==> src/pkg/ufec_pkg.sv <==
// Shared constants and carriers of the serial frame and enable control block.
package ufec_pkg;
	// Byte offsets of the registers on the bus.
	localparam logic [4:0] OFS_FRAME = 5'h00;
	localparam logic [4:0] OFS_CTRL = 5'h04;
	localparam logic [4:0] OFS_STATUS = 5'h08;
	localparam logic [4:0] OFS_DATA = 5'h0C;
	localparam logic [4:0] OFS_AUX = 5'h10;
	// Reset values of the two control registers and the auxiliary register.
	localparam logic [7:0] RST_FRAME = 8'h00;
	localparam logic [7:0] RST_CTRL = 8'h00;
	localparam logic RST_DIR = 1'b0;
	// Writable bits of the enable register; the two low bits read as zero.
	localparam logic [7:0] CTRL_WMASK = 8'hFC;
	// Bit positions inside the status register.
	localparam int ST_TX_BUFFER_EMPTY = 7;
	localparam int ST_TC = 6;
	localparam int ST_RX_BUFFER_FULL = 5;
	localparam int ST_IDLE = 4;
	localparam int ST_PERR = 1;
	localparam int ST_FERR = 0;
	// Oversampling: sixteen ticks per bit, sampled at the middle.
	localparam logic [3:0] OS_LAST = 4'hF;
	localparam logic [3:0] OS_MID = 4'h7;
	// Data bits per character in 8-bit and 9-bit modes.
	localparam logic [3:0] BITS_8 = 4'h8;
	localparam logic [3:0] BITS_9 = 4'h9;
	// Idle line length in ticks: 10 or 11 bit times of 16 ticks.
	localparam logic [8:0] IDLE_TICKS_8 = 9'h0A0;
	localparam logic [8:0] IDLE_TICKS_9 = 9'h0B0;

	// Frame and mode control register, bit 7 first.
	typedef struct packed {
		logic loop_select;
		logic wait_freeze;
		logic receiver_source;
		logic nine_bit_mode;
		logic wake_address_mark;
		logic idle_type;
		logic parity_on;
		logic parity_odd_select;
	} ufec_frame_t;

	// Interrupt and enable control register, bit 7 first.
	typedef struct packed {
		logic tx_empty_irq_en;
		logic tx_done_irq_en;
		logic rx_full_irq_en;
		logic idle_irq_en;
		logic tx_enable;
		logic rx_on;
		logic [1:0] reserved;
	} ufec_ctrl_t;
endpackage

==> src/logic/ufec_tick_div.sv <==
`timescale 1ns/1ps
// Divides the clock down to a one-cycle oversampling tick.
module ufec_tick_div #(
	parameter int DIV = 108
) (
	// Clock and reset.
	input wire logic clock,
	input wire logic rst_n,
	// Tick output, one cycle wide.
	output logic tick
);
	localparam int CW = (DIV > 1) ? $clog2(DIV) : 1;
	localparam logic [CW-1:0] CNT_LAST = CW'(DIV - 1);

	logic [CW-1:0] cnt_ff; // Cycles since the last tick.
	logic wrap; // High in the last cycle of a period.

	assign wrap = (cnt_ff == CNT_LAST);
	assign tick = wrap;

	// The counter wraps after DIV cycles.
	always_ff @(posedge clock or negedge rst_n) begin
		if (!rst_n) begin
			cnt_ff <= '0;
		end else begin
			cnt_ff <= wrap ? '0 : cnt_ff + CW'(1);
		end
	end
endmodule // ufec_tick_div

==> src/logic/ufec_parity.sv <==
`timescale 1ns/1ps
// Parity over a character whose top data bit is the parity bit.
module ufec_parity (
	// Character and format.
	input wire logic [8:0] data,
	input wire logic nine_bit,
	input wire logic odd,
	// Parity bit to send and check result.
	output logic gen_bit,
	output logic bad
);
	logic low_ones; // Parity of the bits below the parity bit.
	logic all_ones; // Parity of the whole character.

	assign low_ones = nine_bit ? ^data[7:0] : ^data[6:0];
	assign all_ones = nine_bit ? ^data[8:0] : ^data[7:0];
	// Odd parity needs an odd total, so the bit equals the low parity inverted.
	assign gen_bit = low_ones ^ odd;
	assign bad = (all_ones != odd);
endmodule // ufec_parity

==> src/logic/ufec_top.sv <==
`timescale 1ns/1ps
// Functional notes
// - Loop select routes transmitter output into receiver.
// - Loop select clear gives normal two-pin operation.
// - Wait freeze stops serial clocks during wait.
// - Receiver source ignored unless loop select set.
// - Loop without source bit is internal loopback.
// - Loop with source bit shares transmit pin.
// - Character length bit picks eight or nine bits.
// - Wake method picks idle or address-mark wakeup.
// - Idle type picks where idle counting starts.
// - Parity on generates and checks MSB parity.
// - Parity type picks even or odd parity.
// - Transmit-empty enable requests interrupt on empty flag.
// - Done enable requests interrupt on complete flag.
// - Receive enable requests interrupt on full flag.
// - Idle enable requests interrupt on idle flag.
// - Transmitter runs and drives pin when enabled.
// - Direction bit steers shared pin in single-wire.
// - Enable toggled during transmission queues idle character.
// - Pin held until pending frame finishes after disable.
// - Receive pin released when off or looped.
// - Empty flag set at reset and on load.
module ufec_top #(
	parameter int CLK_PER_TICK = 108
) (
	// Clock and reset.
	input wire logic clock,
	input wire logic rst_n,
	// Wishbone slave.
	input wire logic wb_cyc_i,
	input wire logic wb_stb_i,
	input wire logic wb_we_i,
	input wire logic [4:0] wb_adr_i,
	input wire logic [3:0] wb_sel_i,
	input wire logic [31:0] wb_dat_i,
	output logic [31:0] wb_dat_o,
	output logic wb_ack_o,
	// Processor state.
	input wire logic cpu_wait,
	// Serial pins.
	input wire logic rxd_in,
	input wire logic txd_in,
	output logic txd_out,
	output logic txd_oe,
	// Pin ownership, interrupt request and wakeup.
	output logic rx_pin_owned,
	output logic tx_pin_owned,
	output logic irq_request,
	output logic wakeup_event
);
	typedef enum logic [2:0] {TX_IDLE, TX_START, TX_DATA, TX_STOP, TX_IDLECHAR} ufec_tx_t;
	typedef enum logic [1:0] {RX_IDLE, RX_START, RX_DATA, RX_STOP} ufec_rx_t;

	ufec_pkg::ufec_frame_t frame_ff; // Frame and mode control register.
	ufec_pkg::ufec_ctrl_t ctrl_ff; // Interrupt and enable control register.
	logic dir_ff; // Single-wire direction, 1 drives the shared pin.
	logic ack_ff; // Bus acknowledge.
	logic [31:0] rdat_ff; // Registered read data.
	logic [8:0] hold_ff; // Transmit buffer.
	logic tx_buffer_empty_ff; // Transmit buffer empty.
	logic tc_ff; // Transmission complete.
	logic rx_buffer_full_ff; // Receive buffer full.
	logic idle_ff; // Idle line seen.
	logic perr_ff; // Parity error of the last character.
	logic ferr_ff; // Framing error of the last character.
	logic idle_pend_ff; // Idle character waiting to be sent.
	ufec_tx_t tx_state_ff; // Transmitter state.
	logic [3:0] tx_os_ff; // Tick within the current transmit bit.
	logic [3:0] tx_bit_ff; // Bit index within the transmit frame.
	logic [8:0] tx_shift_ff; // Transmit shifter.
	logic tx_line_ff; // Transmitter output level.
	ufec_rx_t rx_state_ff; // Receiver state.
	logic [3:0] rx_os_ff; // Tick within the current receive bit.
	logic [3:0] rx_bit_ff; // Received data bits so far.
	logic [8:0] rx_shift_ff; // Receive shifter.
	logic [8:0] rx_data_ff; // Received character.
	logic [8:0] idle_cnt_ff; // Ticks of high line counted.
	logic idle_arm_ff; // Idle may be flagged once after activity.

	// Bus decode.
	wire req = wb_cyc_i & wb_stb_i & ~ack_ff;
	wire wr = req & wb_we_i & wb_sel_i[0];
	wire rd = req & ~wb_we_i;
	wire hit_frame = (wb_adr_i == ufec_pkg::OFS_FRAME);
	wire hit_ctrl = (wb_adr_i == ufec_pkg::OFS_CTRL);
	wire hit_status = (wb_adr_i == ufec_pkg::OFS_STATUS);
	wire hit_data = (wb_adr_i == ufec_pkg::OFS_DATA);
	wire hit_aux = (wb_adr_i == ufec_pkg::OFS_AUX);
	wire [7:0] ctrl_wr = wb_dat_i[7:0] & ufec_pkg::CTRL_WMASK;
	wire data_wr = wr & hit_data;
	wire data_rd = rd & hit_data;
	// A 0-to-1 write of the enable while a frame is running queues an idle.
	wire tx_busy = (tx_state_ff != TX_IDLE);
	wire te_rise = wr & hit_ctrl & ctrl_wr[3] & ~ctrl_ff.tx_enable;
	wire [7:0] status = {tx_buffer_empty_ff, tc_ff, rx_buffer_full_ff, idle_ff, 2'b00, perr_ff, ferr_ff};
	wire [8:0] rd_sel = hit_frame ? {1'b0, frame_ff} :
		hit_ctrl ? {1'b0, ctrl_ff} :
		hit_status ? {1'b0, status} :
		hit_data ? rx_data_ff :
		hit_aux ? {8'h00, dir_ff} : 9'h000;

	// Serial timing; the tick is held back while frozen in wait mode.
	wire raw_tick;
	wire ser_tick = raw_tick & ~(cpu_wait & frame_ff.wait_freeze);
	wire [3:0] nbits = frame_ff.nine_bit_mode ? ufec_pkg::BITS_9 : ufec_pkg::BITS_8;
	wire [3:0] idle_bits = nbits + 4'h1;
	wire tx_bit_end = ser_tick & (tx_os_ff == ufec_pkg::OS_LAST);

	// Routing of the receiver input.
	wire single_wire = frame_ff.loop_select & frame_ff.receiver_source;
	wire rx_line = ~frame_ff.loop_select ? rxd_in :
		frame_ff.receiver_source ? txd_in :
		tx_line_ff;

	// Transmitter parity and buffer load.
	wire tx_gen_par;
	wire tx_bad_unused;
	wire par_msb_8 = frame_ff.parity_on ? tx_gen_par : hold_ff[7];
	wire par_msb_9 = frame_ff.parity_on ? tx_gen_par : hold_ff[8];
	wire [8:0] tx_char = frame_ff.nine_bit_mode ? {par_msb_9, hold_ff[7:0]} :
		{1'b0, par_msb_8, hold_ff[6:0]};
	wire tx_start_idle = ~tx_busy & ser_tick & idle_pend_ff;
	wire tx_load = ~tx_busy & ser_tick & ~idle_pend_ff & ctrl_ff.tx_enable & ~tx_buffer_empty_ff;
	wire tc_set = tx_buffer_empty_ff & ~tx_busy & ~idle_pend_ff;

	// Receiver sampling, parity check and idle detection.
	wire rx_done = ser_tick & (rx_state_ff == RX_STOP) & (rx_os_ff == ufec_pkg::OS_LAST);
	wire [8:0] rx_char = frame_ff.nine_bit_mode ? rx_shift_ff : {1'b0, rx_shift_ff[8:1]};
	wire rx_gen_unused;
	wire rx_bad;
	wire [8:0] idle_limit = frame_ff.nine_bit_mode ? ufec_pkg::IDLE_TICKS_9 :
		ufec_pkg::IDLE_TICKS_8;
	// With idle type set the count is held at zero for the whole frame.
	wire idle_clr = ~rx_line | (frame_ff.idle_type & (rx_state_ff != RX_IDLE));
	wire idle_full = (idle_cnt_ff == idle_limit);
	wire idle_hit = idle_full & idle_arm_ff & ctrl_ff.rx_on;

	ufec_tick_div #(
		.DIV(CLK_PER_TICK)
	) u_tick (
		.clock(clock),
		.rst_n(rst_n),
		.tick(raw_tick)
	);

	ufec_parity u_tx_par (
		.data(hold_ff),
		.nine_bit(frame_ff.nine_bit_mode),
		.odd(frame_ff.parity_odd_select),
		.gen_bit(tx_gen_par),
		.bad(tx_bad_unused)
	);

	ufec_parity u_rx_par (
		.data(rx_char),
		.nine_bit(frame_ff.nine_bit_mode),
		.odd(frame_ff.parity_odd_select),
		.gen_bit(rx_gen_unused),
		.bad(rx_bad)
	);

	// Outputs toward the pins and the processor.
	assign wb_dat_o = rdat_ff;
	assign wb_ack_o = ack_ff;
	assign txd_out = tx_line_ff;
	// The pin stays ours until the running frame and any queued idle end.
	assign tx_pin_owned = ctrl_ff.tx_enable | tx_busy | idle_pend_ff;
	assign txd_oe = tx_pin_owned & (~single_wire | dir_ff);
	assign rx_pin_owned = ctrl_ff.rx_on & ~frame_ff.loop_select;
	assign irq_request = (ctrl_ff.tx_empty_irq_en & tx_buffer_empty_ff) |
		(ctrl_ff.tx_done_irq_en & tc_ff) |
		(ctrl_ff.rx_full_irq_en & rx_buffer_full_ff) |
		(ctrl_ff.idle_irq_en & idle_ff);
	assign wakeup_event = frame_ff.wake_address_mark ? (rx_done & rx_shift_ff[8]) : idle_hit;

	// Bus slave: one wait state, then acknowledge with registered data.
	always_ff @(posedge clock or negedge rst_n) begin
		if (!rst_n) begin
			ack_ff <= 1'b0;
			rdat_ff <= '0;
		end else begin
			ack_ff <= req;
			if (rd) begin
				rdat_ff <= {23'h000000, rd_sel};
			end
		end
	end

	// Control registers, written from byte lane 0.
	always_ff @(posedge clock or negedge rst_n) begin
		if (!rst_n) begin
			frame_ff <= ufec_pkg::RST_FRAME;
			ctrl_ff <= ufec_pkg::RST_CTRL;
			dir_ff <= ufec_pkg::RST_DIR;
		end else if (wr) begin
			if (hit_frame) begin
				frame_ff <= wb_dat_i[7:0];
			end
			if (hit_ctrl) begin
				ctrl_ff <= ctrl_wr;
			end
			if (hit_aux) begin
				dir_ff <= wb_dat_i[0];
			end
		end
	end

	// Transmit buffer and flags; a set in the same cycle as a clear wins.
	always_ff @(posedge clock or negedge rst_n) begin
		if (!rst_n) begin
			hold_ff <= '0;
			tx_buffer_empty_ff <= 1'b1;
			tc_ff <= 1'b1;
			idle_pend_ff <= 1'b0;
		end else begin
			if (data_wr) begin
				hold_ff <= {wb_sel_i[1] & wb_dat_i[8], wb_dat_i[7:0]};
			end
			tx_buffer_empty_ff <= tx_load | (tx_buffer_empty_ff & ~data_wr);
			tc_ff <= tc_set;
			idle_pend_ff <= (te_rise & tx_busy) | (idle_pend_ff & ~tx_start_idle);
		end
	end

	// Transmitter: start, data LSB first, stop, or a frame of all ones.
	always_ff @(posedge clock or negedge rst_n) begin
		if (!rst_n) begin
			tx_state_ff <= TX_IDLE;
			tx_os_ff <= '0;
			tx_bit_ff <= '0;
			tx_shift_ff <= '0;
			tx_line_ff <= 1'b1;
		end else if (ser_tick) begin
			tx_os_ff <= tx_busy ? tx_os_ff + 4'h1 : 4'h0;
			case (tx_state_ff)
				TX_IDLE: begin
					tx_bit_ff <= '0;
					if (tx_start_idle) begin
						tx_state_ff <= TX_IDLECHAR;
					end else if (tx_load) begin
						tx_state_ff <= TX_START;
						tx_shift_ff <= tx_char;
						tx_line_ff <= 1'b0;
					end
				end
				TX_START: begin
					if (tx_bit_end) begin
						tx_state_ff <= TX_DATA;
						tx_line_ff <= tx_shift_ff[0];
						tx_shift_ff <= {1'b0, tx_shift_ff[8:1]};
						tx_bit_ff <= 4'h1;
					end
				end
				TX_DATA: begin
					if (tx_bit_end && tx_bit_ff == nbits) begin
						tx_state_ff <= TX_STOP;
						tx_line_ff <= 1'b1;
					end else if (tx_bit_end) begin
						tx_line_ff <= tx_shift_ff[0];
						tx_shift_ff <= {1'b0, tx_shift_ff[8:1]};
						tx_bit_ff <= tx_bit_ff + 4'h1;
					end
				end
				TX_STOP: begin
					if (tx_bit_end) begin
						tx_state_ff <= TX_IDLE;
					end
				end
				TX_IDLECHAR: begin
					// Ten or eleven bit times of high line.
					if (tx_bit_end && tx_bit_ff == idle_bits) begin
						tx_state_ff <= TX_IDLE;
					end else if (tx_bit_end) begin
						tx_bit_ff <= tx_bit_ff + 4'h1;
					end
				end
				default: begin
					tx_state_ff <= TX_IDLE;
				end
			endcase
		end
	end

	// Receiver: find the start bit, then sample each bit at its middle.
	always_ff @(posedge clock or negedge rst_n) begin
		if (!rst_n) begin
			rx_state_ff <= RX_IDLE;
			rx_os_ff <= '0;
			rx_bit_ff <= '0;
			rx_shift_ff <= '0;
		end else if (ser_tick) begin
			rx_os_ff <= rx_os_ff + 4'h1;
			case (rx_state_ff)
				RX_IDLE: begin
					rx_os_ff <= '0;
					rx_bit_ff <= '0;
					if (ctrl_ff.rx_on && !rx_line) begin
						rx_state_ff <= RX_START;
					end
				end
				RX_START: begin
					// A start bit that is gone by its middle was a glitch.
					if (rx_os_ff == ufec_pkg::OS_MID) begin
						rx_state_ff <= rx_line ? RX_IDLE : RX_DATA;
						rx_os_ff <= '0;
					end
				end
				RX_DATA: begin
					if (rx_os_ff == ufec_pkg::OS_LAST) begin
						rx_shift_ff <= {rx_line, rx_shift_ff[8:1]};
						rx_bit_ff <= rx_bit_ff + 4'h1;
						if (rx_bit_ff == nbits - 4'h1) begin
							rx_state_ff <= RX_STOP;
						end
					end
				end
				RX_STOP: begin
					if (rx_os_ff == ufec_pkg::OS_LAST) begin
						rx_state_ff <= RX_IDLE;
					end
				end
				default: begin
					rx_state_ff <= RX_IDLE;
				end
			endcase
		end
	end

	// Receive flags; reading the data register clears full and idle.
	always_ff @(posedge clock or negedge rst_n) begin
		if (!rst_n) begin
			rx_data_ff <= '0;
			rx_buffer_full_ff <= 1'b0;
			idle_ff <= 1'b0;
			perr_ff <= 1'b0;
			ferr_ff <= 1'b0;
			idle_cnt_ff <= '0;
			idle_arm_ff <= 1'b0;
		end else begin
			if (rx_done) begin
				rx_data_ff <= rx_char;
				perr_ff <= frame_ff.parity_on & rx_bad;
				ferr_ff <= ~rx_line;
			end
			rx_buffer_full_ff <= rx_done | (rx_buffer_full_ff & ~data_rd);
			idle_ff <= idle_hit | (idle_ff & ~data_rd);
			idle_arm_ff <= rx_done | (idle_arm_ff & ~idle_hit);
			if (ser_tick && idle_clr) begin
				idle_cnt_ff <= '0;
			end else if (ser_tick && !idle_full) begin
				idle_cnt_ff <= idle_cnt_ff + 9'h001;
			end
		end
	end
endmodule // ufec_top

==> config.mk <==
export PLATFORM = sky130hd
export DESIGN_NAME = ufec_top
export DESIGN_NICKNAME = d
export VERILOG_FILES = /design/src/pkg/ufec_pkg.sv /design/src/logic/ufec_tick_div.sv /design/src/logic/ufec_parity.sv /design/src/logic/ufec_top.sv
export SDC_FILE = /design/constraint.sdc
export NUM_CORES = 1
export LEC_CHECK = 0
export ABC_AREA = 1
export ABC_CLOCK_PERIOD_IN_PS = 2200
export BUFFER_PORTS_ARGS = -buffer_cell sky130_fd_sc_hd__buf_2
export CAP_MARGIN = 30
export CORE_MARGIN = 4
export CORE_UTILIZATION = 50
export DETAILED_ROUTE_END_ITERATION = 12
export PLACE_DENSITY = 0.67
export SLEW_MARGIN = 40
export SYNTH_ARGS = -nofsm -noshare
export SYNTH_HDL_FRONTEND = slang
export SYNTH_SLANG_ARGS = --single-unit
==> constraint.sdc <==
create_clock -name clock -period 2.2 [get_ports clock]
set_input_delay 0.66 -clock clock [delete_from_list [all_inputs] [get_ports clock]]
set_output_delay 0.66 -clock clock [all_outputs]
set_load 0.05 [all_outputs]
==> results of run 1 <==
## logic make-up after synthesis
group	Yosys count	share of synthesized area [%]
mux	3	0.571
fa+ha+maj	7	1.48
xor+xnor	10	1.48
other cells	1	0.0634
buf+inv	141	10.8
flops	107	45.3
simple gates	401	29.1
compound gates	118	11.2
## critical path, delay by kind of cell (launching register included)
kind / cells / cell delay [ps]
AO/OA/AOI/OAI: 1 / 130
AND/OR/NAND/NOR: 6 / 570
adder cells (fa/ha/maj): 1 / 190
flip-flops: 1 / 350
buffers and inverters: 2 / 260
## state kept, by name, summed over array words and instances (netlist names), 7 cells and up, named ones only
signal	count
hold_ff	9
tx_shift_ff	9
frame_ff	8
wb_dat_o	9
u_tick.cnt_ff	7
rx_data_ff	9
rx_shift_ff	9
idle_cnt_ff	9
## final cells by class
type	instances	area [um^2]	area share [%]
clock buffers	10	239	3.49
clock inverters	6	96.3	1.41
inverters	105	397	5.79
multi-input cells	562	2740	40.0
flip-flops and latches	107	2680	39.2
well taps	143	179	2.61
repair buffers	74	514	7.51
## cells in the mapped netlist (all sizes together) (2+ instances only)
cell	n	share of area [%]
nand3b	3	0.59
buf	31	3.8
clkbuf	5	0.32
a221oi	2	0.30
mux2	3	0.57
nand2	248	16
xor2	7	1.0
nor2	70	5.0
o21ai	76	6.7
nand4	6	0.63
ha	7	1.5
dfstp	3	1.3
nor3	12	1.1
a31oi	3	0.32
dfrtp	104	44
a21oi	22	1.9
xnor2	3	0.44
nand3	59	5.3
a41oi	5	0.74
inv	104	6.6
o21a	3	0.40
o22ai	3	0.32
## cells in the final DEF, fill, tap and decap left out, drive strengths merged, types with 2 or more instances in the layout
cell type  instances
a21oi             22
nand4              6
inv              106
dfstp              3
mux2               3
a41oi              5
clkbuf            10
conb              23
bufinv             2
nand2            248
xor2               7
clkinv             2
nand3b             3
o21a               3
buf               74
a31oi              3
o22ai              3
nor3              12
dfrtp            104
ha                 7
nand3             59
o21ai             76
a221oi             2
nor2              70
xnor2              3
## report_power, final
group / switching, mW / internal (mW) / leakage, nW
registers: 0.0417 / 2.02 / 1.35
clock network: 0.775 / 1.04 / 0.161
logic: 0.373 / 0.123 / 2.02
## per-stage QoR
step	std cells	total power, mW
after floorplan	810	2.45
after global placement	986	2.58
after detailed placement	986	2.59
after CTS	1006	4.41
after global routing	1007	4.56
final	1007	4.37
## what timing repair did
| action | CTS | global route |
|---|---|---|
| cloned | 0 | 0 |
| pin swaps | 4 | 1 |
| hold buffers | 0 | 0 |
| endpoints found under the setup margin | 2 | 2 |
| buffers inserted | 4 | 1 |
| gates resized for setup | 4 | 8 |
## metal layers
layer | vias to the layer above | GRT usage [%] | share of wire [%]
met3 | 20 | 4.46 | 4.7
li1 | 2606 | - | -
met2 | 114 | 34.4 | 48
met4 | 0 | 8.26 | 1.9
met1 | 2411 | 29.5 | 46
met5 | - | 0 | 0
## path summary, 6_finish.rpt
check,end,slack (ps),cells after the start
setup / recovery,wakeup_event,-330,10
hold / removal,tx_bit_ff[3]$_DFFE_PN0P_,280,1
setup reg to reg,tx_shift_ff[7]$_DFFE_PN0P_,180,13
hold reg to reg,wb_ack_o$_DFF_PN0_,450,1
max in group asynchronous,rx_bit_ff[3]$_DFFE_PN0P_,1330,2
min in group clock,wb_ack_o$_DFF_PN0_,450,1
==> summary.txt, run 1 <==
Status: finished, violations left
Failing checks: setup timing
Layout cells sized above 1: 15.5%
Io pins: 88
Yosys cell types: 47
Clock latency on the worst-skew pair: 360 ps
Fin. Hold Viols: 0
Area growth syn-to-layout: 15.8%
Reg2reg start: u_tick.cnt_ff[1]$_DFF_PN0_
# rows: 39
CP Capture Type: output port
Crit-path max FO: 2
Most Frequent Cell on Critical Path: nand2_2
Seq cells post-synth: 107
Worst Setup Path Type: flip-flop to output port
WHS: 282 ps
Starting DRT DRC Count: 408
CTS buffer count: 9
Vias/cell: 5.12
Drt pass-1 iters: 5
Final max-slew violation count: 0
GRT Overall Usage: 21.7%
Die Wd: 117 um
Post-DP HPWL: 10200 um
CP Data Required Time: 1540 ps
Drt wl/cell: 13.6 um
Port bufs: 39
Largest net degree at the start of global routing: 36
Congestion Overflow GR: 0
Setup Viol. Count Final: 1
Diodes inserted: 0
Mean post-synth cell area: 7.50 um^2
VDD IR max: 0.000692 V
Final core occ: 59.5%
DRC: 0
Routed Antenna Nets: 0
Setup slack after layout: -326 ps
Post-synth EDFFs: 0
Starting Density: 51.3%
Power Density: 639 nW/um^2
First-pass GRT wire length: 23300 um
Vias in the first global route: 4935
Synthesis Warnings: 0
Min Clock Period, post-route: 2530 ps
Clock Pin Slew Worst Setup and Hold Paths: 70 ps
CTS tree: yes
Startpoint types: flip-flop
Core area: 11500 um^2
Fmax: 396 MHz
Critical path, cell by cell: ha_2 > nand2_2 > inv_2 > nand3_4 > nor2_4 > nand2_4 > nor3_4 > nand2_2 > o22ai_4 > buf_6
Vias post-DR: 5151
Number of antenna violations at the first check in global routing: 0
Final #Nets: 915
Post-route design area: 6850 um^2
Crit-path max cell delay: 350 ps
Synth Instances: 788
Synthesized cell area: 5910 um^2
Ys flop type: dfrtp_1
H-tree Lvls: 3
Die height: 117 um
Seq/Total Area, Yosys: 45.3%
Worst Path Arrival: 1870 ps
CTS Sinks: 107
Worst-Margin Slew: 538 ps
Skew final: 8.48 ps
Worst Setup SP: u_tick.cnt_ff[1]$_DFF_PN0_
Bufs on Longest Clock Path: 2
Fillers: 1016
LEAKAGE: 3.53 nW
Placed instance area: 6440 um^2
Max-cap violation count: 0
Worst rel slew slack: 64.1%
GPL Wtd Cong: 0.882
RSZ-0062 raised after global routing: true
Die area: 13600 um^2
Critical path's slowest cell: dfrtp_1
Setup TNS: -326 ps
Hold Path Class: input port to async pin
Fraction of synthesis flops using an asynchronous set or reset pin: 100%
Period utilisation layout: 115%
Dpl ws: -268 ps
Wire length after detailed routing: 13700 um
Root buf cell: clkbuf_16
No activity file was read; power rests on OpenSTA's default activity.
==> run 2, diff against run 1 <==
--- a/config.mk
+++ b/config.mk
@@ -9,10 +9,10 @@
 export ABC_CLOCK_PERIOD_IN_PS = 2200
 export BUFFER_PORTS_ARGS = -buffer_cell sky130_fd_sc_hd__buf_2
 export CAP_MARGIN = 30
-export CORE_MARGIN = 4
 export CORE_UTILIZATION = 50
 export DETAILED_ROUTE_END_ITERATION = 12
 export PLACE_DENSITY = 0.67
+export RECOVER_POWER = 100
 export SLEW_MARGIN = 40
 export SYNTH_ARGS = -nofsm -noshare
 export SYNTH_HDL_FRONTEND = slang
==> run 2 against run 1 <==
Net effect:
- the run still ends with setup timing left
- design area is 2.7% lower
- setup slack got worse by 15 ps
- maximum frequency fell by 0.60%
- global-route usage is 1.2 points higher
- non-clock buffer count down 4
- count of clock-buffer cells in the layout unchanged
- worst hold slack better by 170 ps
- utilization is 1.4 points lower
- sequential share of layout area rose by 1.1 points
- highest routed layer unchanged
==> summary.txt, run 2 (same netlist as run 1, synthesis figures left out) <==
LEAKAGE: 3.40 nW
Vias/cell: 5.12
Critical path, cell by cell: ha_2 > nand2_2 > inv_2 > nand3_4 > nor2_4 > nand2_4 > nor3_4 > nand2_2 > o22ai_4 > buf_6
Cts hold-fix bufs: 0
Status: finished, violations left
H-tree Lvls: 3
CTS buffer count: 9
CTS Sinks: 107
Final max-slew violation count: 0
Crit-path max cell delay: 360 ps
Multi-input combinational cell area: 2710 um^2
Largest net degree at the start of global routing: 45
Dpl ws: -260 ps
First-pass GRT wire length: 22600 um
RSZ-0062 raised after global routing: true
# rows: 39
GRT busiest layer: met2
CTS tree: yes
Routed Antenna Nets: 0
Starting Density: 51.6%
Psw: 1.16 mW
Die height: 111 um
VDD IR max: 0.000583 V
Bufs on Longest Clock Path: 2
Commonest non-fill, non-tap cells in the layout: nand2_1 (240), dfrtp_1 (104), inv_1 (96), o21ai_0 (74), nor2_1 (64)
Max-cap violation count: 0
Number of antenna violations at the first check in global routing: 0
Crit-path max FO: 2
Clock Pin Slew Worst Setup and Hold Paths: 70 ps
Worst Path Arrival: 1880 ps
Vias in the first global route: 4850
Vias post-DR: 5132
Layout cells sized above 1: 12.4%
Final Non-Filler Cells: 1003
Die Wd: 111 um
Clock latency on the worst-skew pair: 360 ps
Internal Pwr Total: 2.93 mW
Setup Viol. Count Final: 1
Port bufs: 39
Drt wl/cell: 13.2 um
Met1 Use GR: 30.2%
Failing checks: setup timing
Area growth syn-to-layout: 12.6%
Worst-Margin Slew: 1470 ps
GRT Overall Usage: 22.9%
GRT met3 Usage: 4.92%
Period utilisation layout: 115%
Power Density: 614 nW/um^2
Most common cell after layout, fill and taps aside: nand2_1
Startpoint types: flip-flop
Storage cell area: 2680 um^2
Wire length after detailed routing: 13200 um
Final #Nets: 911
Core area: 11500 um^2
CP Data Required Time: 1540 ps
Cell count after placement: 983
Met2 Usage GRT: 37.4%
Root buf cell: clkbuf_16
WHS: 454 ps
Sw Share: 28.3%
Worst Setup Path Type: flip-flop to output port
DRC: 0
Setup slack after layout: -341 ps
Most Frequent Cell on Critical Path: nand2_2
GPL Wtd Cong: 0.862
Fillers: 1079
CP Buf/Inv Count: 2
Critical path's slowest cell: dfrtp_1
CP Capture Type: output port
Starting DRT DRC Count: 352
Fmax: 394 MHz
Clock power frac: 38.2%
Hold Path Class: flip-flop to flip-flop
CP top delay family: simple AND/OR/NAND/NOR gates
Post-DP HPWL: 9820 um
Setup TNS: -341 ps
Die area: 12300 um^2
Diodes inserted: 0
Io pins: 88
Worst rel slew slack: 2.03%
Drt pass-1 iters: 5
Register share of total power: 50.3%
Skew final: 7.98 ps
Min Clock Period, post-route: 2540 ps
Congestion Overflow GR: 0
Fin. Hold Viols: 0
Logic pwr share: 11.5%
[run 2: cell types whose count changed in the layout (fill, tap and decap cells not counted), moves of 2 or more]
cell	delta
buf_2	-14
clkinvlp_4	+2
nand2_4	-2
nor2_1	+2
o21ai_0	+4
clkbuf_2	+5
bufinv_16	-2
o21ai_2	-2
o21ai_1	-2
clkbuf_1	+16
clkbuf_4	+2
buf_4	-10
buf_12	-3
[run 2: final timing paths]
kind	start	to	slack, ps	cells after the start
worst max-delay path	u_tick.cnt_ff[0]$_DFF_PN0_	wakeup_event	-340	10
worst min-delay path	wb_ack_o$_DFF_PN0_	wb_ack_o$_DFF_PN0_	450	1
worst max register to register	u_tick.cnt_ff[0]$_DFF_PN0_	tx_shift_ff[7]$_DFFE_PN0P_	130	11
worst min register to register	wb_ack_o$_DFF_PN0_	wb_ack_o$_DFF_PN0_	450	1
max in group asynchronous	rst_n	rx_data_ff[8]$_DFFE_PN0P_	340	2
min in group asynchronous	rst_n	tx_bit_ff[2]$_DFFE_PN0P_	650	1
[run 2: cell type report]
type	count	area share, %
Clock buffer	10	3.59
Clock inverter	6	0.714
Inverter	105	5.96
Multi-Input combinational cell	562	40.7
Sequential cell	107	40.3
Tap cell	143	2.69
Timing Repair Buffer	70	6.09
[run 2: power groups by stage]
stage / clock network [mW] / registers [mW] / logic [mW]
after detailed placement: 0 / 2.09 / 0.488
after global placement: 0 / 2.09 / 0.483
after CTS: 1.61 / 2.06 / 0.490
final: 1.56 / 2.06 / 0.471
after floorplan: 0 / 2.17 / 0.286
after global routing: 1.68 / 2.06 / 0.518
[run 2: metrics by stage]
| stage | total power [mW] | utilization (%) | cell area [um^2] |
|---|---|---|---|
| final | 4.09 | 58.1 | 6660 |
| after CTS | 4.16 | 58.7 | 6730 |
| after global routing | 4.26 | 58.1 | 6660 |
| after detailed placement | 2.58 | 55.9 | 6410 |
| after global placement | 2.58 | 55.9 | 6410 |
| after floorplan | 2.45 | - | 6050 |
[run 2: timing repair]
item / in CTS / in global routing
setup endpoints to repair: 2 / 3
pin swaps: 5 / 0
gates resized for setup: 4 / 2
buffers inserted: 3 / 1
[run 2: routing by layer]
layer / routed length (um) / share of wire [%]
met3: 573 / 4.3
met4: 214 / 1.6
met2: 6350 / 48
met1: 6070 / 46
met5: 0 / 0
